[src/verilog/ccs_pkg.sv]
// ccs_pkg: constants, register map and carrier types for the core sfr bank.
// assumes a single 100 MHz clock domain and the direct sfr address bus.
package ccs_pkg;

	localparam logic [7:0] ADDR_PORT0     = 8'h80;
	localparam logic [7:0] ADDR_SP        = 8'h81;
	localparam logic [7:0] ADDR_DP0_LOW   = 8'h82;
	localparam logic [7:0] ADDR_DP0_HIGH  = 8'h83;
	localparam logic [7:0] ADDR_DP1_LOW   = 8'h84;
	localparam logic [7:0] ADDR_DP1_HIGH  = 8'h85;
	localparam logic [7:0] ADDR_STRETCH   = 8'h8e;
	localparam logic [7:0] ADDR_PORT1     = 8'h90;
	localparam logic [7:0] ADDR_PORT2     = 8'ha0;
	localparam logic [7:0] ADDR_PORT3     = 8'hb0;
	localparam logic [7:0] ADDR_PSW       = 8'hd0;
	localparam logic [7:0] ADDR_ACC       = 8'he0;
	localparam logic [7:0] ADDR_HELPER    = 8'hf0;

	localparam logic [15:0] IORAM_PORT_EN_ADDR = 16'h270c;
	localparam int          PORT_EN_BIT        = 5;

	localparam logic [7:0]  RST_PORT    = 8'hff;
	localparam logic [7:0]  RST_SP      = 8'h07;
	localparam logic [7:0]  RST_STRETCH = 8'h01;
	localparam logic [7:0]  RST_GEN     = 8'h00;
	localparam logic [15:0] RST_PC      = 16'h0000;

	localparam int PSW_CARRY   = 7;
	localparam int PSW_AUX     = 6;
	localparam int PSW_USER0   = 5;
	localparam int PSW_BANK_HI = 4;
	localparam int PSW_BANK_LO = 3;
	localparam int PSW_OVER    = 2;
	localparam int PSW_USER1   = 1;
	localparam int PSW_PARITY  = 0;

	localparam int STRETCH_W   = 3;
	localparam int XCNT_W      = 4;
	localparam logic [XCNT_W-1:0] READ_EXTRA  = 4'h1;
	localparam logic [XCNT_W-1:0] WRITE_EXTRA = 4'h2;

	localparam int NUM_PORTS = 4;
	localparam int NUM_PINS  = 16;

	typedef struct packed {
		logic [7:0] addr;
		logic       wr;
		logic       rd;
		logic [7:0] wdata;
	} ccs_sfr_req_t;

	typedef struct packed {
		logic [15:0] addr;
		logic        wr;
		logic [7:0]  wdata;
	} ccs_ioram_req_t;

	typedef struct packed {
		logic        acc_we;
		logic [7:0]  acc_wdata;
		logic        helper_we;
		logic [7:0]  helper_wdata;
		logic        flags_we;
		logic        carry;
		logic        aux;
		logic        over;
		logic        push;
		logic        pop;
		logic        pc_inc;
		logic        pc_load;
		logic [15:0] pc_wdata;
	} ccs_core_req_t;

	typedef struct packed {
		logic        rd;
		logic        wr;
		logic [15:0] addr;
		logic [7:0]  wdata;
	} ccs_xmem_req_t;

endpackage

[src/verilog/ccs_stretch_timer.sv]
// ccs_stretch_timer: shapes extended-memory address and strobe widths.
// assumes start pulses from the same clock and a synchronised reset.
`timescale 1ns/10ps
`default_nettype none
module ccs_stretch_timer
(
	input  wire logic                          clk,
	input  wire logic                          rst_n,
	input  wire logic                          start_rd,
	input  wire logic                          start_wr,
	input  wire logic [ccs_pkg::STRETCH_W-1:0] stretch,
	output logic                               addr_act,
	output logic                               rd_stb,
	output logic                               wr_stb,
	output logic                               busy
);
	import ccs_pkg::*;

	logic                 busy_r;
	logic                 is_wr_r;
	logic [STRETCH_W-1:0] stretch_r;
	logic [XCNT_W-1:0]    cnt_r;
	logic                 addr_act_r;
	logic                 rd_stb_r;
	logic                 wr_stb_r;

	wire                  start     = !busy_r && (start_rd || start_wr);
	wire                  wr_nxt    = start ? start_wr : is_wr_r;
	wire [STRETCH_W-1:0]  n_nxt     = start ? stretch : stretch_r;
	wire [XCNT_W-1:0]     n_ext     = {1'b0, n_nxt};
	// address lasts n+1 on read, n+2 on write
	wire [XCNT_W-1:0]     alen      = n_ext + (wr_nxt ? WRITE_EXTRA : READ_EXTRA);
	// write strobe never shorter than one cycle
	wire [XCNT_W-1:0]     wlen      = (n_ext == 4'h0) ? 4'h1 : n_ext;
	wire                  last      = (cnt_r + 4'h1) >= alen;
	wire                  busy_nxt  = start || (busy_r && !last);
	wire [XCNT_W-1:0]     cnt_nxt   = start ? 4'h0 : (cnt_r + 4'h1);
	// strobe starts one cycle after the address for setup margin
	wire                  wr_win    = (cnt_nxt >= 4'h1) && (cnt_nxt <= wlen);

	always_ff @(posedge clk or negedge rst_n)
	begin
		if (!rst_n)
		begin
			busy_r     <= 1'b0;
			is_wr_r    <= 1'b0;
			stretch_r  <= '0;
			cnt_r      <= '0;
			addr_act_r <= 1'b0;
			rd_stb_r   <= 1'b0;
			wr_stb_r   <= 1'b0;
		end
		else
		begin
			busy_r     <= busy_nxt;
			is_wr_r    <= wr_nxt;
			stretch_r  <= n_nxt;
			cnt_r      <= cnt_nxt;
			addr_act_r <= busy_nxt;
			rd_stb_r   <= busy_nxt && !wr_nxt;
			wr_stb_r   <= busy_nxt && wr_nxt && wr_win;
		end
	end

	assign addr_act = addr_act_r;
	assign rd_stb   = rd_stb_r;
	assign wr_stb   = wr_stb_r;
	assign busy     = busy_r;

	// helper run-length counters for the width checks
	logic [XCNT_W-1:0] arun_r;
	logic [XCNT_W-1:0] wrun_r;
	always_ff @(posedge clk or negedge rst_n)
	begin
		if (!rst_n)
		begin
			arun_r <= '0;
			wrun_r <= '0;
		end
		else
		begin
			arun_r <= addr_act_r ? arun_r + 4'h1 : 4'h0;
			wrun_r <= wr_stb_r ? wrun_r + 4'h1 : 4'h0;
		end
	end
endmodule
`default_nettype wire

[src/verilog/ccs_core_regs.sv]
// ccs_core_regs: core special function registers, port pins and movx timing.
// assumes an instruction sequencer on the same clock drives sfr and core strobes.
`timescale 1ns/10ps
`default_nettype none
// Notes on behaviour
// - status word carry, aux, user, overflow bits
// - status bits 4:3 pick register bank
// - status bit 0 tracks accumulator parity
// - stack pointer resets 07, pre-increments on push
// - two 16-bit data pointers, byte loadable
// - program counter resets zero, increments per fetch
// - port register: direction high, level low nibble
// - direction one means output, zero input
// - output level one high, zero low
// - port read returns real pin level
// - pins blocked until port enable bit set
// - stretch control low bits, default one
// - read address and strobe last n+1
// - write address n+2, strobe n, min one
// - accumulator operand, helper reg for mul/div
// - register set serves full instruction set
// - reset values: ports ff, stretch 01, sp 07, else 00
module ccs_core_regs
(
	input  wire logic                    clk,
	input  wire logic                    reset_n,
	input  wire ccs_pkg::ccs_sfr_req_t   sfr_req,
	output logic [7:0]                   sfr_rdata,
	input  wire ccs_pkg::ccs_ioram_req_t ioram_req,
	input  wire ccs_pkg::ccs_core_req_t  core_req,
	input  wire ccs_pkg::ccs_xmem_req_t  xmem_req,
	output logic [7:0]                   accumulator,
	output logic [7:0]                   multiply_helper,
	output logic [7:0]                   program_status,
	output logic [7:0]                   bank_base,
	output logic [7:0]                   stack_pointer,
	output logic [15:0]                  data_pointer_zero,
	output logic [15:0]                  data_pointer_one,
	output logic [15:0]                  instr_pointer,
	input  wire logic [15:0]             multiplexed_pins_in,
	output logic [15:0]                  multiplexed_pins_out,
	output logic [15:0]                  multiplexed_pins_oe_n,
	output logic [15:0]                  mem_addr,
	output logic [7:0]                   mem_wdata,
	output logic                         mem_addr_act,
	output logic                         mem_rd,
	output logic                         mem_wr,
	output logic                         xmem_busy
);
	import ccs_pkg::*;

	logic        rst_s1_r;
	logic        rst_n_r;
	always_ff @(posedge clk or negedge reset_n)
	begin
		if (!reset_n)
		begin
			rst_s1_r <= 1'b0;
			rst_n_r  <= 1'b0;
		end
		else
		begin
			rst_s1_r <= 1'b1;
			rst_n_r  <= rst_s1_r;
		end
	end

	logic [7:0]  acc_r;
	logic [7:0]  helper_r;
	logic [7:0]  psw_r;
	logic        parity_r;
	logic [7:0]  bank_base_r;
	logic [7:0]  sp_r;
	logic [7:0]  dp0l_r;
	logic [7:0]  dp0h_r;
	logic [7:0]  dp1l_r;
	logic [7:0]  dp1h_r;
	logic [15:0] pc_r;
	logic [7:0]  stretch_r;
	logic        port_en_r;
	logic [7:0]  rdata_r;
	logic [15:0] pin_s1_r;
	logic [15:0] pin_s2_r;
	logic [15:0] pin_out_r;
	logic [15:0] pin_oe_n_r;
	logic [15:0] xaddr_r;
	logic [7:0]  xwdata_r;
	logic [7:0]  port_r [NUM_PORTS];

	wire        wr_acc     = sfr_req.wr && (sfr_req.addr == ADDR_ACC);
	wire        wr_helper  = sfr_req.wr && (sfr_req.addr == ADDR_HELPER);
	wire        wr_psw     = sfr_req.wr && (sfr_req.addr == ADDR_PSW);
	wire        wr_sp      = sfr_req.wr && (sfr_req.addr == ADDR_SP);
	wire        wr_dp0l    = sfr_req.wr && (sfr_req.addr == ADDR_DP0_LOW);
	wire        wr_dp0h    = sfr_req.wr && (sfr_req.addr == ADDR_DP0_HIGH);
	wire        wr_dp1l    = sfr_req.wr && (sfr_req.addr == ADDR_DP1_LOW);
	wire        wr_dp1h    = sfr_req.wr && (sfr_req.addr == ADDR_DP1_HIGH);
	wire        wr_stretch = sfr_req.wr && (sfr_req.addr == ADDR_STRETCH);
	wire        wr_port_en = ioram_req.wr && (ioram_req.addr == IORAM_PORT_EN_ADDR);

	// sequencer strobes win over a same-cycle sfr write to the same register, except push with pop together, where an sp write lands
	wire [7:0]  acc_nxt    = core_req.acc_we ? core_req.acc_wdata :
		(wr_acc ? sfr_req.wdata : acc_r);
	wire [7:0]  helper_nxt = core_req.helper_we ? core_req.helper_wdata :
		(wr_helper ? sfr_req.wdata : helper_r);
	wire [7:0]  psw_base   = wr_psw ? sfr_req.wdata : psw_r;
	wire [7:0]  psw_flags  = {core_req.carry, core_req.aux, psw_base[PSW_USER0],
		psw_base[PSW_BANK_HI:PSW_BANK_LO], core_req.over, psw_base[PSW_USER1:0]};
	wire [7:0]  psw_nxt    = core_req.flags_we ? psw_flags : psw_base;
	// parity stored beside the status byte, written bits are ignored
	wire        parity_nxt = ^acc_nxt;
	wire [7:0]  bank_nxt   = {3'h0, psw_nxt[PSW_BANK_HI:PSW_BANK_LO], 3'h0};
	wire [7:0]  sp_step    = core_req.push ? sp_r + 8'h01 :
		(core_req.pop ? sp_r - 8'h01 : sp_r);
	wire        sp_core    = core_req.push ^ core_req.pop;
	wire [7:0]  sp_nxt     = sp_core ? sp_step : (wr_sp ? sfr_req.wdata : sp_r);
	wire [15:0] pc_nxt     = core_req.pc_load ? core_req.pc_wdata :
		(core_req.pc_inc ? pc_r + 16'h0001 : pc_r);
	wire [7:0]  psw_view   = {psw_r[7:1], parity_r};

	always_ff @(posedge clk or negedge rst_n_r)
	begin
		if (!rst_n_r)
		begin
			acc_r       <= RST_GEN;
			helper_r    <= RST_GEN;
			psw_r       <= RST_GEN;
			parity_r    <= 1'b0;
			bank_base_r <= RST_GEN;
			sp_r        <= RST_SP;
			pc_r        <= RST_PC;
			stretch_r   <= RST_STRETCH;
		end
		else
		begin
			acc_r       <= acc_nxt;
			helper_r    <= helper_nxt;
			psw_r       <= psw_nxt;
			parity_r    <= parity_nxt;
			bank_base_r <= bank_nxt;
			sp_r        <= sp_nxt;
			pc_r        <= pc_nxt;
			stretch_r   <= wr_stretch ? sfr_req.wdata : stretch_r;
		end
	end

	always_ff @(posedge clk or negedge rst_n_r)
	begin
		if (!rst_n_r)
		begin
			dp0l_r <= RST_GEN;
			dp0h_r <= RST_GEN;
			dp1l_r <= RST_GEN;
			dp1h_r <= RST_GEN;
		end
		else
		begin
			dp0l_r <= wr_dp0l ? sfr_req.wdata : dp0l_r;
			dp0h_r <= wr_dp0h ? sfr_req.wdata : dp0h_r;
			dp1l_r <= wr_dp1l ? sfr_req.wdata : dp1l_r;
			dp1h_r <= wr_dp1h ? sfr_req.wdata : dp1h_r;
		end
	end

	// port enable lives in io ram; holds pins quiet through power-up
	always_ff @(posedge clk or negedge rst_n_r)
	begin
		if (!rst_n_r)
			port_en_r <= 1'b0;
		else if (wr_port_en)
			port_en_r <= ioram_req.wdata[PORT_EN_BIT];
	end

	// pins are asynchronous to clk
	always_ff @(posedge clk or negedge rst_n_r)
	begin
		if (!rst_n_r)
		begin
			pin_s1_r <= '0;
			pin_s2_r <= '0;
		end
		else
		begin
			pin_s1_r <= multiplexed_pins_in;
			pin_s2_r <= pin_s1_r;
		end
	end

	localparam logic [7:0] PORT_ADDR [NUM_PORTS] = '{ADDR_PORT0, ADDR_PORT1, ADDR_PORT2, ADDR_PORT3};
	wire [15:0] pin_direction_bits;
	wire [15:0] pin_level_bits;
	wire [7:0]  port_view [NUM_PORTS];

	genvar gi;
	generate
		for (gi = 0; gi < NUM_PORTS; gi++)
		begin : g_port
			wire port_wr = sfr_req.wr && (sfr_req.addr == PORT_ADDR[gi]);
			always_ff @(posedge clk or negedge rst_n_r)
			begin
				if (!rst_n_r)
					port_r[gi] <= RST_PORT;
				else if (port_wr)
					port_r[gi] <= sfr_req.wdata;
			end
			assign pin_direction_bits[gi*4 +: 4] = port_r[gi][7:4];
			assign pin_level_bits[gi*4 +: 4]     = port_r[gi][3:0];
			// readback sees the pad, not the latch, even when driving
			assign port_view[gi] = {port_r[gi][7:4], pin_s2_r[gi*4 +: 4]};
		end
	endgenerate

	// oe_n low drives the pad
	wire [15:0] drive_en = pin_direction_bits & {NUM_PINS{port_en_r}};
	always_ff @(posedge clk or negedge rst_n_r)
	begin
		if (!rst_n_r)
		begin
			pin_out_r  <= '0;
			pin_oe_n_r <= '1;
		end
		else
		begin
			pin_out_r  <= pin_level_bits;
			pin_oe_n_r <= ~drive_en;
		end
	end

	logic [7:0] rd_mux;
	always_comb
	begin
		unique case (sfr_req.addr)
			ADDR_PORT0:    rd_mux = port_view[0];
			ADDR_PORT1:    rd_mux = port_view[1];
			ADDR_PORT2:    rd_mux = port_view[2];
			ADDR_PORT3:    rd_mux = port_view[3];
			ADDR_SP:       rd_mux = sp_r;
			ADDR_DP0_LOW:  rd_mux = dp0l_r;
			ADDR_DP0_HIGH: rd_mux = dp0h_r;
			ADDR_DP1_LOW:  rd_mux = dp1l_r;
			ADDR_DP1_HIGH: rd_mux = dp1h_r;
			ADDR_STRETCH:  rd_mux = stretch_r;
			ADDR_PSW:      rd_mux = psw_view;
			ADDR_ACC:      rd_mux = acc_r;
			ADDR_HELPER:   rd_mux = helper_r;
			default:       rd_mux = 8'h00;
		endcase
	end

	always_ff @(posedge clk or negedge rst_n_r)
	begin
		if (!rst_n_r)
			rdata_r <= 8'h00;
		else if (sfr_req.rd)
			rdata_r <= rd_mux;
	end

	// movx address/data held for the whole stretched access
	logic t_busy;
	wire  x_start = !t_busy && (xmem_req.rd || xmem_req.wr);
	always_ff @(posedge clk or negedge rst_n_r)
	begin
		if (!rst_n_r)
		begin
			xaddr_r  <= '0;
			xwdata_r <= '0;
		end
		else if (x_start)
		begin
			xaddr_r  <= xmem_req.addr;
			xwdata_r <= xmem_req.wdata;
		end
	end

	ccs_stretch_timer u_stretch (
		.clk      (clk),
		.rst_n    (rst_n_r),
		.start_rd (xmem_req.rd && !xmem_req.wr),
		.start_wr (xmem_req.wr),
		.stretch  (stretch_r[STRETCH_W-1:0]),
		.addr_act (mem_addr_act),
		.rd_stb   (mem_rd),
		.wr_stb   (mem_wr),
		.busy     (t_busy)
	);

	assign sfr_rdata             = rdata_r;
	assign accumulator           = acc_r;
	assign multiply_helper       = helper_r;
	assign program_status        = psw_view;
	assign bank_base             = bank_base_r;
	assign stack_pointer         = sp_r;
	assign data_pointer_zero     = {dp0h_r, dp0l_r};
	assign data_pointer_one      = {dp1h_r, dp1l_r};
	assign instr_pointer         = pc_r;
	assign multiplexed_pins_out  = pin_out_r;
	assign multiplexed_pins_oe_n = pin_oe_n_r;
	assign mem_addr              = xaddr_r;
	assign mem_wdata             = xwdata_r;
	assign xmem_busy             = t_busy;
endmodule
`default_nettype wire

[config.mk]
export PLATFORM = sky130hd
export DESIGN_NAME = ccs_core_regs
export DESIGN_NICKNAME = d
export VERILOG_FILES = /design/src/verilog/ccs_pkg.sv /design/src/verilog/ccs_stretch_timer.sv /design/src/verilog/ccs_core_regs.sv
export SDC_FILE = /design/constraint.sdc
export NUM_CORES = 1
export LEC_CHECK = 0
export ABC_AREA = 1
export BUFFER_PORTS_ARGS = -buffer_cell sky130_fd_sc_hd__buf_2
export CORE_MARGIN = 1.5
export CORE_UTILIZATION = 45
export CTS_CLUSTER_SIZE = 16
export DETAILED_ROUTE_END_ITERATION = 10
export PLACE_DENSITY = 0.69
export SYNTH_ARGS = -nofsm -noshare
export SYNTH_HDL_FRONTEND = slang
export SYNTH_SLANG_ARGS = --single-unit
export TNS_END_PERCENT = 1
[constraint.sdc]
create_clock -name clk -period 13.57 [get_ports clk]
set_clock_uncertainty 0.1 [all_clocks]
set_input_delay 2.714 -clock clk [delete_from_list [all_inputs] [get_ports clk]]
set_output_delay 2.714 -clock clk [all_outputs]
set_load 0.01 [all_outputs]
Word level (Yosys, flattened, before mapping)
Index checks and enable logic that the tools add are counted.
Word-level totals
  register bits after elaboration: 233
  output and inout port bits: 156
  logic and storage cells: 113
  input port bits: 129
Operators by class
  bitwise logic cells: 3
  reductions and logical operators: 36
  muxes and demuxes: 18
  order comparisons: 3
  $add $sub $neg: 5
  equal/unequal tests: 15
Operator list (count)
  $eq A8 B8 Y1 const B: 13
  $pmux W8 S13: 1
  $mux W8: 10
  $mux W16: 2
  $logic_and A1 B1 Y1: 22
  $add A16 B1 Y16 const B: 1
  $and A16 B16 Y16: 1
  $eq A16 B14 Y1 const B: 1
  $not A16 Y16: 1
  $add A8 B1 Y8 const B: 1
  $reduce_bool A2 Y1: 4
  $reduce_xor A8 Y1: 1
  $sub A8 B1 Y8 const B: 1
  $mux W3: 2
  $add A3 B4 Y4: 1
  $add A4 B1 Y4 const B: 1
  $ge A4 B1 Y1 const B: 1
  $ge A4 B4 Y1: 1
  $le A4 B4 Y1: 1
  $logic_not A1 Y1: 4
  $logic_not A4 Y1: 1
  $mux W4: 1
  $logic_or A1 B1 Y1: 3
  $ne A3 B3 Y1 const B: 1
  other kinds (4): 4

Depth between registers and ports, before layout
Gate-level depths: netlist of the first run.
  word-level depth: 13
  gate-level depth with buffers: 17
  mapped depth without buffers: 17

Modules after synthesis
A second synthesis of the first run with hierarchy kept.
Second synthesis, totals
  cells, all modules: 1139
  area, all modules: 10493.8 um^2
By module, submodules not included
  ccs_core_regs: sequential area each 5545.3 um^2, cells each 1035, times used 1, area an instance 9686.8 um^2
  ccs_stretch_timer: sequential area each 275.3 um^2, cells each 104, times used 1, area an instance 807.0 um^2

Least setup slack after synthesis of the first run
Ideal clock, no wire load.
  path type: input port to flip-flop
  from: input port xmem_req[24] (netlist name)
  to: register u_stretch.wr_stb_r, in the netlist u_stretch.wr_stb
  data required time: 13.404 ns
  buffers on the path: 1
  slack: 8.461 ns
  library setup time: 0.066 ns
  stages: 17
  arrival time: 4.943 ns
  cells stage by stage: inv_2 > a21oi_1 > inv_1 > clkbuf_1 > nand2_1 > o21ai_0 > fa_1 > inv_1 > ha_1 > inv_1 > nor2_1 > o211ai_1 > nand3_1 > nand2_1 > o21ai_0 > inv_1 > o311a_1
Between the ends
  word-level cells in the longest chain between the ends: 13
  elaborated cells on any way between the ends: 20
  those cells by class: add/sub: 1; order compare: 3; mux: 5; reduce/logical: 11
RTL lines
  start, declared: line ccs_core_regs.sv:31  | input wire ccs_pkg::ccs_xmem_req_t xmem_req,
  $logic_not A1 Y1: line ccs_core_regs.sv:278  | .start_rd (xmem_req.rd && !xmem_req.wr),
  $logic_and A1 B1 Y1: line ccs_core_regs.sv:278
  $logic_or A1 B1 Y1: line ccs_stretch_timer.sv:27  | wire start = !busy_r && (start_rd || start_wr);
  $logic_and A1 B1 Y1: line ccs_stretch_timer.sv:27
  $mux W1: line ccs_stretch_timer.sv:28  | wire wr_nxt = start ? start_wr : is_wr_r;
  $mux W2: line ccs_stretch_timer.sv:32  | wire [XCNT_W-1:0] alen = n_ext + (wr_nxt ? WRITE_EXTRA : READ_EXTRA);
  $add A3 B4 Y4: line ccs_stretch_timer.sv:32
  $ge A4 B4 Y1: line ccs_stretch_timer.sv:35  | wire last = (cnt_r + 4'h1) >= alen;
  $logic_not A1 Y1: line ccs_stretch_timer.sv:36  | wire busy_nxt = start || (busy_r && !last);
  $logic_and A1 B1 Y1: line ccs_stretch_timer.sv:36
  $logic_or A1 B1 Y1 *: line ccs_stretch_timer.sv:36
  via u_stretch.busy_nxt: line ccs_stretch_timer.sv:36
  $logic_and A1 B1 Y1 * (2 in series): line ccs_stretch_timer.sv:61  | wr_stb_r <= busy_nxt && wr_nxt && wr_win;
  end signal, assigned: line ccs_stretch_timer.sv:61
  end, declared: line ccs_stretch_timer.sv:25  | logic wr_stb_r;
The timed path passes the listed nets; every way through them passes the cells marked *.
A chain may end at the register's enable or synchronous reset.

Final worst setup path of the first run
Same ends and word-level chain as after synthesis.

==> results.sh, run 1 <==
export IMPL_vias=8662
export IMPL_setup_tns_ns=0
export IMPL_fp_dieH_um=154
export IMPL_maxCapViolCount=0
export IMPL_avgSynthCellArea_um2=8.83
export IMPL_fin_crit_sh_pct=43.0
export IMPL_period_minus_slack_ns=5.83
export IMPL_max_stage_delay_ns=0.62
export IMPL_synth_seq_area_share_pct=56.8
export IMPL_ir_drop_mv=0.117
export IMPL_initial_core_util_pct=45.5
export IMPL_fmax_mhz=172
export IMPL_min_path_type="flip-flop to async pin"
export IMPL_synth_top_flop_cell="dfrtp_1"
export IMPL_reg2reg_to="u_stretch.wr_stb"
export IMPL_viasPerCell=5.03
export IMPL_rows=55
export IMPL_grt_pass1_vias=8016
export IMPL_path_cells="buf_2 > inv_2 > a21oi_2 > buf_4 > inv_1 > o21ai_0 > nor2_1 > fa_1 > inv_1 > ha_1 > inv_1 > nor2_1 > o211ai_1 > nand3_1 > nand2_1 > o21ai_0 > inv_1 > o311a_1"
export IMPL_cts_tree="yes"
export IMPL_syn_area_um2=10200
export IMPL_io_buffers=271
export IMPL_rsz0062_at_grt="no"
export IMPL_critPathRequiredTime_ns=13.91
export IMPL_status="finished, final reports clean"
export IMPL_die_w_um=154
export IMPL_critPathKind="primary input to flip-flop"
export IMPL_cp_startpoint="xmem_req[24]"
export IMPL_synth_area_leaders="dfrtp_1 43%, nand2_1 16%, dfstp_2 13%"
export IMPL_grt_antenna_before_repair=2
export IMPL_critical_path_max_fanout=31
export IMPL_cts_resized=0
export IMPL_finalSetupViolCount=0
export IMPL_postCtsSetupBuffers=0
export IMPL_dpl_hpwl_mm=19.8
export IMPL_path_clk_slew_ns=0.06
export IMPL_cts_hold_fix_buffers=0
export IMPL_cp_start_kind="primary input"
export IMPL_clock_latency_ns=0.52
export IMPL_slew_viol_final=0
export IMPL_grt_overflow=0
export IMPL_core_um2=22500
export IMPL_root_buffer="clkbuf_16"
export IMPL_drive_gt1_share_pct=29.2
export IMPL_cpMostUsedCell="inv_1"
export IMPL_place_inst=1676
export IMPL_setup_worst_path_end="u_stretch.wr_stb"
export IMPL_synthToLayoutAreaGrowth_pct=23.9
export IMPL_ios=285
export IMPL_p_leak_nw=6.51
export IMPL_nets=1566
export IMPL_synth_top_cell_area_share_pct=43.5
export IMPL_drt_total_wl_mm=27.4
export IMPL_cts_buffers=25
export IMPL_grt_pass1_wl_mm=43.0
export IMPL_synth_cells=1160
export IMPL_avgRoutedWirePerCell_um=15.9
export IMPL_grt_max_degree=71
export IMPL_slowest_stage="o21ai_0"
export IMPL_path_buf_inv=7
export IMPL_drtIter0Drc=599
export IMPL_cts_sinks=230
export IMPL_critPathArrivalTime_ns=6.17
export IMPL_end_kind="flip-flop"
export IMPL_async_reset_ff_share_pct=100
export IMPL_route_detailed_drc=0
export IMPL_crit_family="buffers and inverters"
export IMPL_final_cells=1722
export IMPL_gp_congestion=0.878
export IMPL_max_slew_margin_rel_pct=37.0
export IMPL_grt_use_total_pct=23.0
export IMPL_synth_edf_count=0
export IMPL_rrSetupSlack_ns=9.66
export IMPL_cp_depth=18
export IMPL_antenna_left=0
export IMPL_synth_area_leader_cell="dfrtp_1"
export IMPL_synth_cell_types=44
export IMPL_htree_num_levels=1
export IMPL_fill_cells=2018
export IMPL_r2r_cells=16
export IMPL_final_util_pct=56.4
export IMPL_ys_warnings_count=0
export IMPL_power_density_nw_per_um2=161
export IMPL_dieArea_um2=23700
export IMPL_cts_buffer_depth=3
export IMPL_drtPass1Iterations=5
export IMPL_ys_seq_elements=230
export IMPL_hold_violations=0
export IMPL_reg2reg_from="u_stretch.busy"
export IMPL_worst_pin_slew_ns=0.944
metal layers:
metal  wire length (um)  GRT usage (%)  vias up
li1                   -              -     4269
met1              12400           33.5     4076
met2              12800           36.3      274
met3               1730           3.86       41
met4                504           4.99        2
met5                  8              0        -
worst min-delay path by stage:
stage | start | to | slack (ns)
5_1_grt | pin_s1_r[15] | pin_s2_r[15] | 0.25
3_5_place_dp | rst_n_r | pin_s1_r[15] | 0.22
6_report | rst_n_r | pin_s1_r[15] | 0.20
4_1_cts | rst_n_r | accumulator[3] | 0.22
2_1_floorplan | pin_s1_r[0] | pin_s2_r[0] | 0.23
3_3_place_gp | rst_n_r | pin_s1_r[15] | 0.22
cells in the mapped netlist (3+ instances only):
| cell type | count |
|---|---|
| a211oi_1 | 9 |
| a21oi_1 | 18 |
| buf_2 | 9 |
| buf_4 | 11 |
| clkbuf_1 | 25 |
| dfrtp_1 | 178 |
| dfstp_2 | 52 |
| ha_1 | 17 |
| inv_1 | 75 |
| inv_2 | 15 |
| nand2_1 | 433 |
| nand2_2 | 11 |
| nand3_1 | 37 |
| nand4_1 | 29 |
| nor2_1 | 44 |
| nor3_1 | 5 |
| o2111ai_1 | 4 |
| o211ai_1 | 4 |
| o21ai_0 | 51 |
| o21ai_1 | 56 |
| o221ai_1 | 3 |
| o22ai_1 | 9 |
| o311ai_1 | 8 |
| or2_2 | 11 |
| xnor2_1 | 5 |
| xor2_1 | 14 |
area by class of cell:
cell class / count / area [um2] / area share [%]
Timing Repair Buffer: 275 / 1390 / 10.9
Multi-Input combinational cell: 796 / 3850 / 30.4
Clock inverter: 15 / 246 / 1.94
Tap cell: 285 / 357 / 2.81
Sequential cell: 230 / 5820 / 45.9
Inverter: 90 / 338 / 2.66
Clock buffer: 30 / 684 / 5.39
Antenna cell: 1 / 2.50 / 0.0197
placed cells by master (no fill, tap or decap), types with 6 or more instances in the layout:
cell type,count
o21ai_1,56
buf_2,271
o22ai_1,9
inv_1,75
o21ai_0,51
dfstp_2,52
a21oi_1,17
nand3_1,37
o311ai_1,8
clkbuf_16,25
inv_2,15
nor2_1,44
dfrtp_1,177
nand2_2,11
nand4_1,29
bufinv_16,6
ha_1,17
a211oi_1,9
xor2_1,14
nand2_1,433
or2_2,11
conb_1,7
report_power, final:
group / total (mW) / switching (mW) / internal (mW) / leakage [nW]
clock network: 0.757 / 0.281 / 0.475 / 0.449
registers: 0.839 / 0.0599 / 0.779 / 2.80
logic: 0.449 / 0.272 / 0.177 / 3.26
sequential cells by signal, summed over array words and instances (netlist names), 8 cells and up:
register	count
instr_pointer	16
mem_addr	16
multiplexed_pins_oe_n	16
multiplexed_pins_out	16
pin_direction_bits	16
pin_level_bits	16
pin_s1_r	16
pin_s2_r	16
accumulator	8
dp0h_r	8
dp0l_r	8
dp1h_r	8
dp1l_r	8
mem_wdata	8
multiply_helper	8
sfr_rdata	8
stack_pointer	8
stretch_r	8
metrics by stage:
step,setup WS (ns),hold WS [ns],power [mW],area [um2]
after global placement,7.30,0.221,1.29,11800
after CTS,7.73,0.222,2.06,12700
after detailed placement,7.22,0.225,1.30,11800
final,7.74,0.205,2.05,12700
after floorplan,6.68,0.231,1.14,10300
after global routing,7.42,0.247,2.16,12700
cell families (layout without fill, tap and decap cells):
logic type,Yosys count,after routing,synth area share (%)
compound gates,168,168,9.35
xor+xnor,19,19,1.62
fa+ha+maj,19,19,2.47
buf+inv,139,410,5.75
flops,230,230,56.8
mux,1,1,0.110
other cells,2,8,0.0733
simple gates,582,582,23.8
Note: power is estimated with default switching activity, not from simulation.
==> run 2: changes to the inputs <==
Settings changed: ABC_AREA 1 to 0.
Clock period 13.57 ns to 5.99 ns, I/O delays scaled along.
==> results.sh, run 2 <==
export IMPL_status="finished, final reports clean"
export IMPL_grt_use_total_pct=23.2
export IMPL_cts_buffer_depth=3
export IMPL_async_reset_ff_share_pct=100
export IMPL_slowest_stage="or2_2"
export IMPL_drtIter0Drc=400
export IMPL_syn_area_um2=10300
export IMPL_ios=285
export IMPL_r2r_cells=11
export IMPL_synth_seq_area_share_pct=56.2
export IMPL_path_clk_slew_ns=0.06
export IMPL_critPathRequiredTime_ns=6.29
export IMPL_grt_pass1_wl_mm=42.9
export IMPL_grt_busiest_layer="met2"
export IMPL_vias=7780
export IMPL_layout_common_cells="271 x buf_2, 177 x dfrtp_1, 158 x nand2_1, 74 x mux2_2, 52 x dfstp_2"
export IMPL_synth_top_cell_area_share_pct=43.0
export IMPL_viasPerCell=5.36
export IMPL_critPathArrivalTime_ns=4.09
export IMPL_rrSetupSlack_ns=2.73
export IMPL_crit_family="simple AND/OR/NAND/NOR gates"
export IMPL_max_stage_delay_ns=0.51
export IMPL_rsz0062_at_grt="no"
export IMPL_min_path_type="flip-flop to async pin"
export IMPL_synth_top_flop_cell="dfrtp_1"
export IMPL_finalSetupViolCount=0
export IMPL_gp_congestion=0.909
export IMPL_cts_resized=0
export IMPL_io_buffers=271
export IMPL_setup_worst_path_end="u_stretch.wr_stb"
export IMPL_slew_viol_final=0
export IMPL_clock_latency_ns=0.51
export IMPL_grt_overflow=0
export IMPL_grt_util_met3_pct=5.10
export IMPL_avgSynthCellArea_um2=11.6
export IMPL_maxCapViolCount=0
export IMPL_end_kind="flip-flop"
export IMPL_rows=55
export IMPL_reg2reg_from="u_stretch.busy"
export IMPL_nets=1292
export IMPL_hold_violations=0
export IMPL_synth_cell_types=67
export IMPL_avgRoutedWirePerCell_um=19.1
export IMPL_dieArea_um2=23900
export IMPL_route_detailed_drc=0
export IMPL_drtPass1Iterations=4
export IMPL_synth_area_leader_cell="dfrtp_1"
export IMPL_htree_num_levels=1
export IMPL_cp_start_kind="primary input"
export IMPL_cts_buffers=25
export IMPL_critical_path_max_fanout=30
export IMPL_p_leak_nw=6.32
export IMPL_critPathKind="primary input to flip-flop"
export IMPL_synthToLayoutAreaGrowth_pct=22.9
export IMPL_core_um2=22600
export IMPL_path_cells="buf_2 > nor2_1 > or2_2 > mux2_2 > nor2_1 > fa_1 > inv_1 > ha_1 > a21oi_1 > nor2b_1 > o21ai_0 > a31oi_1 > nor4_1"
export IMPL_root_buffer="clkbuf_16"
export IMPL_fin_crit_sh_pct=63.3
export IMPL_synth_cells=892
export IMPL_postCtsSetupBuffers=0
export IMPL_reg2reg_to="u_stretch.wr_stb"
export IMPL_ir_drop_mv=0.250
export IMPL_synth_area_leaders="dfrtp_1 43%, dfstp_2 13%, mux2_2 8.1%"
export IMPL_cp_startpoint="xmem_req[24]"
export IMPL_setup_tns_ns=0
export IMPL_grt_max_degree=189
export IMPL_fp_dieH_um=155
export IMPL_initial_core_util_pct=45.8
export IMPL_yosysMostFrequentCell="dfrtp_1"
export IMPL_cts_hold_fix_buffers=0
export IMPL_cts_tree="yes"
export IMPL_placed_area_um2=11800
export IMPL_cts_sinks=230
export IMPL_synth_edf_count=0
export IMPL_period_minus_slack_ns=3.79
export IMPL_design_area_um2=12700
export IMPL_die_w_um=155
export IMPL_power_density_nw_per_um2=354
export IMPL_synth_common_cells="178 x dfrtp_1, 158 x nand2_1, 74 x mux2_2"
export IMPL_layout_commonest_cell="buf_2"
export IMPL_met1_usage_pct=30.0
export IMPL_cpMostUsedCell="nor2_1"
export IMPL_fmax_mhz=264
export IMPL_cp_depth=13
export IMPL_ys_seq_elements=230
export IMPL_total_power_mw=4.50
export IMPL_drt_total_wl_mm=27.7
export IMPL_path_buf_inv=2
export IMPL_drive_gt1_share_pct=40.1
export IMPL_antenna_left=0
export IMPL_grt_pass1_vias=7656
export IMPL_worst_pin_slew_ns=1.11
export IMPL_max_slew_margin_rel_pct=26.1
export IMPL_grt_antenna_before_repair=5
export IMPL_use_met2_pct=40.0
export IMPL_ys_warnings_count=0
export IMPL_dpl_hpwl_mm=19.5
## run 2: changes by cell type after synthesis, moves of 10 or more
cell | before | now
nand2_2 | 11 | 0
or2_2 | 11 | 1
nand4_1 | 29 | 9
nor2_1 | 44 | 25
inv_2 | 15 | 0
inv_1 | 75 | 22
mux2i_1 | 0 | 35
nand3_1 | 37 | 18
nand2_1 | 433 | 158
a22oi_1 | 2 | 13
o21ai_1 | 56 | 7
mux2_2 | 1 | 74
xnor2_1 | 5 | 23
## run 2: cell type report
type	count	area [um2]
fillers	2006	9860
flip-flops and latches	230	5820
multi-input cells	590	4190
repair buffers	274	1390
clock buffers	36	707
well taps	285	357
clock inverters	9	148
inverters	23	86.3
diodes	5	12.5
## run 2: worst min-delay path by stage
stage	startpoint	endpoint	slack, ns	depth (start not counted)
2_1_floorplan	rst_s1_r	rst_n_r	0.23	0
3_3_place_gp	pin_s1_r[10]	pin_s2_r[10]	0.23	0
3_5_place_dp	pin_s1_r[1]	pin_s2_r[1]	0.23	0
4_1_cts	rst_n_r	mem_addr[2]	0.25	0
5_1_grt	rst_s1_r	rst_n_r	0.26	0
6_report	rst_n_r	instr_pointer[2]	0.23	0
## run 2: cells by family (layout without fill, tap and decap cells)
family | count (synthesis) | after routing | synth area share (%)
AOI/OAI and AO/OA | 132 | 132 | 8.03
xor gates and xnor gates | 41 | 41 | 3.47
adders and majority gates | 19 | 19 | 2.44
buffers and inverters | 77 | 342 | 3.47
DFF | 230 | 230 | 56.2
muxes | 123 | 123 | 13.9
other | 2 | 12 | 0.0726
and+or+nand+nor | 268 | 268 | 12.4
## run 2: through the flow
stage	cells	hold slack, ns	util (%)	worst slack (ns)
floorplan	897	0.231	-	2.16
global placement	1402	0.233	52.5	1.72
detailed placement	1402	0.235	52.5	1.64
CTS	1447	0.245	56.3	2.18
global route	1448	0.257	56.3	1.95
finish	1452	0.227	56.3	2.20
## run 2: where the power goes
group          switching, mW  internal (mW)
clock network          0.596          0.989
logic                  0.563          0.421
registers              0.167           1.77
## run 2: routing by layer
metal  wire [um]  part of all wire [%]
met5          33                  0.12
met1       11700                    42
met4         414                   1.5
met3        2120                   7.7
met2       13400                    49
==> run 3: changes to the inputs <==
Clock period 5.99 ns to 3.5 ns, I/O delays scaled along.
==> results.sh, run 3 (same netlist as run 2, synthesis figures left out) <==
export IMPL_route_detailed_drc=0
export IMPL_reg2reg_to="u_stretch.wr_stb"
export IMPL_rsz0062_at_grt="no"
export IMPL_synthToLayoutAreaGrowth_pct=23.6
export IMPL_htree_num_levels=1
export IMPL_avgRoutedWirePerCell_um=18.9
export IMPL_critPathArrivalTime_ns=3.29
export IMPL_p_leak_nw=6.38
export IMPL_total_power_mw=7.65
export IMPL_vias=7820
export IMPL_postCtsSetupBuffers=0
export IMPL_drt_total_wl_mm=27.6
export IMPL_fp_dieH_um=155
export IMPL_critPathKind="flip-flop to flip-flop"
export IMPL_initial_core_util_pct=45.8
export IMPL_cts_buffer_depth=3
export IMPL_maxCapViolCount=0
export IMPL_cp_start_kind="flip-flop"
export IMPL_grt_overflow=0
export IMPL_hold_depth=1
export IMPL_grt_max_degree=133
export IMPL_cts_tree="yes"
export IMPL_finalSetupViolCount=0
export IMPL_die_w_um=155
export IMPL_drive_gt1_share_pct=41.0
export IMPL_path_cells="or2_2 > mux2_2 > nor2_1 > fa_1 > inv_1 > ha_1 > a21oi_1 > nor2b_1 > o21ai_0 > a31oi_1 > nor4_1"
export IMPL_clock_latency_ns=0.52
export IMPL_drtPass1Iterations=5
export IMPL_grt_pass1_vias=7467
export IMPL_status="finished, final reports clean"
export IMPL_reg2reg_from="u_stretch.busy"
export IMPL_antenna_left=0
export IMPL_r2r_cells=11
export IMPL_max_stage_delay_ns=0.43
export IMPL_io_buffers=271
export IMPL_root_buffer="clkbuf_16"
export IMPL_ios=285
export IMPL_min_from="multiplexed_pins_in[2]"
export IMPL_layout_common_cells="271 x buf_2, 177 x dfrtp_1, 158 x nand2_1, 74 x mux2_2, 52 x dfstp_2"
export IMPL_power_density_nw_per_um2=598
export IMPL_dieArea_um2=23900
export IMPL_period_minus_slack_ns=2.97
export IMPL_cts_sinks=230
export IMPL_rrSetupSlack_ns=0.53
export IMPL_min_path_type="primary input to flip-flop"
export IMPL_rows=55
export IMPL_gp_congestion=0.883
export IMPL_end_kind="flip-flop"
export IMPL_ir_drop_mv=0.488
export IMPL_fin_crit_sh_pct=84.8
export IMPL_nets=1305
export IMPL_hold_violations=0
export IMPL_critPathRequiredTime_ns=3.82
export IMPL_slew_viol_final=0
export IMPL_grt_antenna_before_repair=3
export IMPL_worst_pin_slew_ns=0.763
export IMPL_setup_tns_ns=0
export IMPL_whs_endpoint="pin_s1_r[2]"
export IMPL_fmax_mhz=337
export IMPL_dpl_hpwl_mm=19.8
export IMPL_drtIter0Drc=390
export IMPL_layout_commonest_cell="buf_2"
export IMPL_slowest_stage="dfrtp_1"
export IMPL_grt_use_total_pct=23.0
export IMPL_placed_area_um2=11900
export IMPL_core_um2=22600
export IMPL_design_area_um2=12800
export IMPL_critical_path_max_fanout=5
export IMPL_path_clk_slew_ns=0.06
export IMPL_grt_pass1_wl_mm=42.3
export IMPL_max_slew_margin_rel_pct=49.1
export IMPL_viasPerCell=5.35
export IMPL_cts_buffers=25
export IMPL_fill_cells=1971
[run 3: power by group]
group          switching (mW)  internal (mW)  total [mW]
Sequential              0.277           3.02        3.30
Combinational           0.959          0.735        1.69
Clock                    1.05           1.60        2.65
Total                    2.28           5.36        7.65
[run 3: per-layer routing]
layer | global-route usage (%) | up-vias | wire length, um
met3 | 5.04 | 45 | 2190
met1 | 31.0 | 3816 | 11800
li1 | - | 3625 | -
met5 | 0 | - | 7
met2 | 37.8 | 332 | 13000
met4 | 5.95 | 2 | 577
[run 3: how the worst max path moves through the flow]
stage                            end  depth (start not counted)           start  slack, ns
detailed placement  u_stretch.wr_stb                         13    xmem_req[24]       0.12
global placement    u_stretch.wr_stb                         13    xmem_req[24]       0.18
CTS                 u_stretch.wr_stb                         11  u_stretch.busy       0.52
floorplan           u_stretch.wr_stb                         12    xmem_req[25]       0.29
finish              u_stretch.wr_stb                         11  u_stretch.busy       0.53
global route        u_stretch.wr_stb                         11  u_stretch.busy       0.33
[run 3: what timing repair did]
action,CTS,global route
setup endpoints to repair,0,0
hold buffers,1,0
resized for setup,0,0
endpoints found under the hold margin,2,0
[run 3: final cells by class]
type                            instances  area (um2)  area share (%)
Antenna cell                            2        5.00          0.0391
Clock buffer                           35         733            5.73
Inverter                               23        86.3           0.675
Timing Repair Buffer                  287        1490            11.7
Multi-Input combinational cell        590        4190            32.7
Sequential cell                       230        5820            45.5
Clock inverter                         10         109           0.851
Tap cell                              285         357            2.79
[run 3: per-stage QoR]
stage	utilization (%)	hold WS (ns)	setup WS, ns	cells
final	56.7	0.185	0.531	1462
after global routing	56.7	0.167	0.334	1461
after CTS	56.7	0.163	0.524	1460
after detailed placement	52.9	0.228	0.117	1414
after global placement	52.9	0.222	0.185	1414
after floorplan	-	0.231	0.289	897
[run 3: worst max-delay path, delay by kind of cell (launching register included)]
family	cells	cell delay, ns
AND/OR/NAND/NOR	4	0.86
adder cells (fa/ha/maj)	2	0.66
flip-flops	1	0.43
AO/OA/AOI/OAI	3	0.40
multiplexers	1	0.34
buffers and inverters	1	0.08
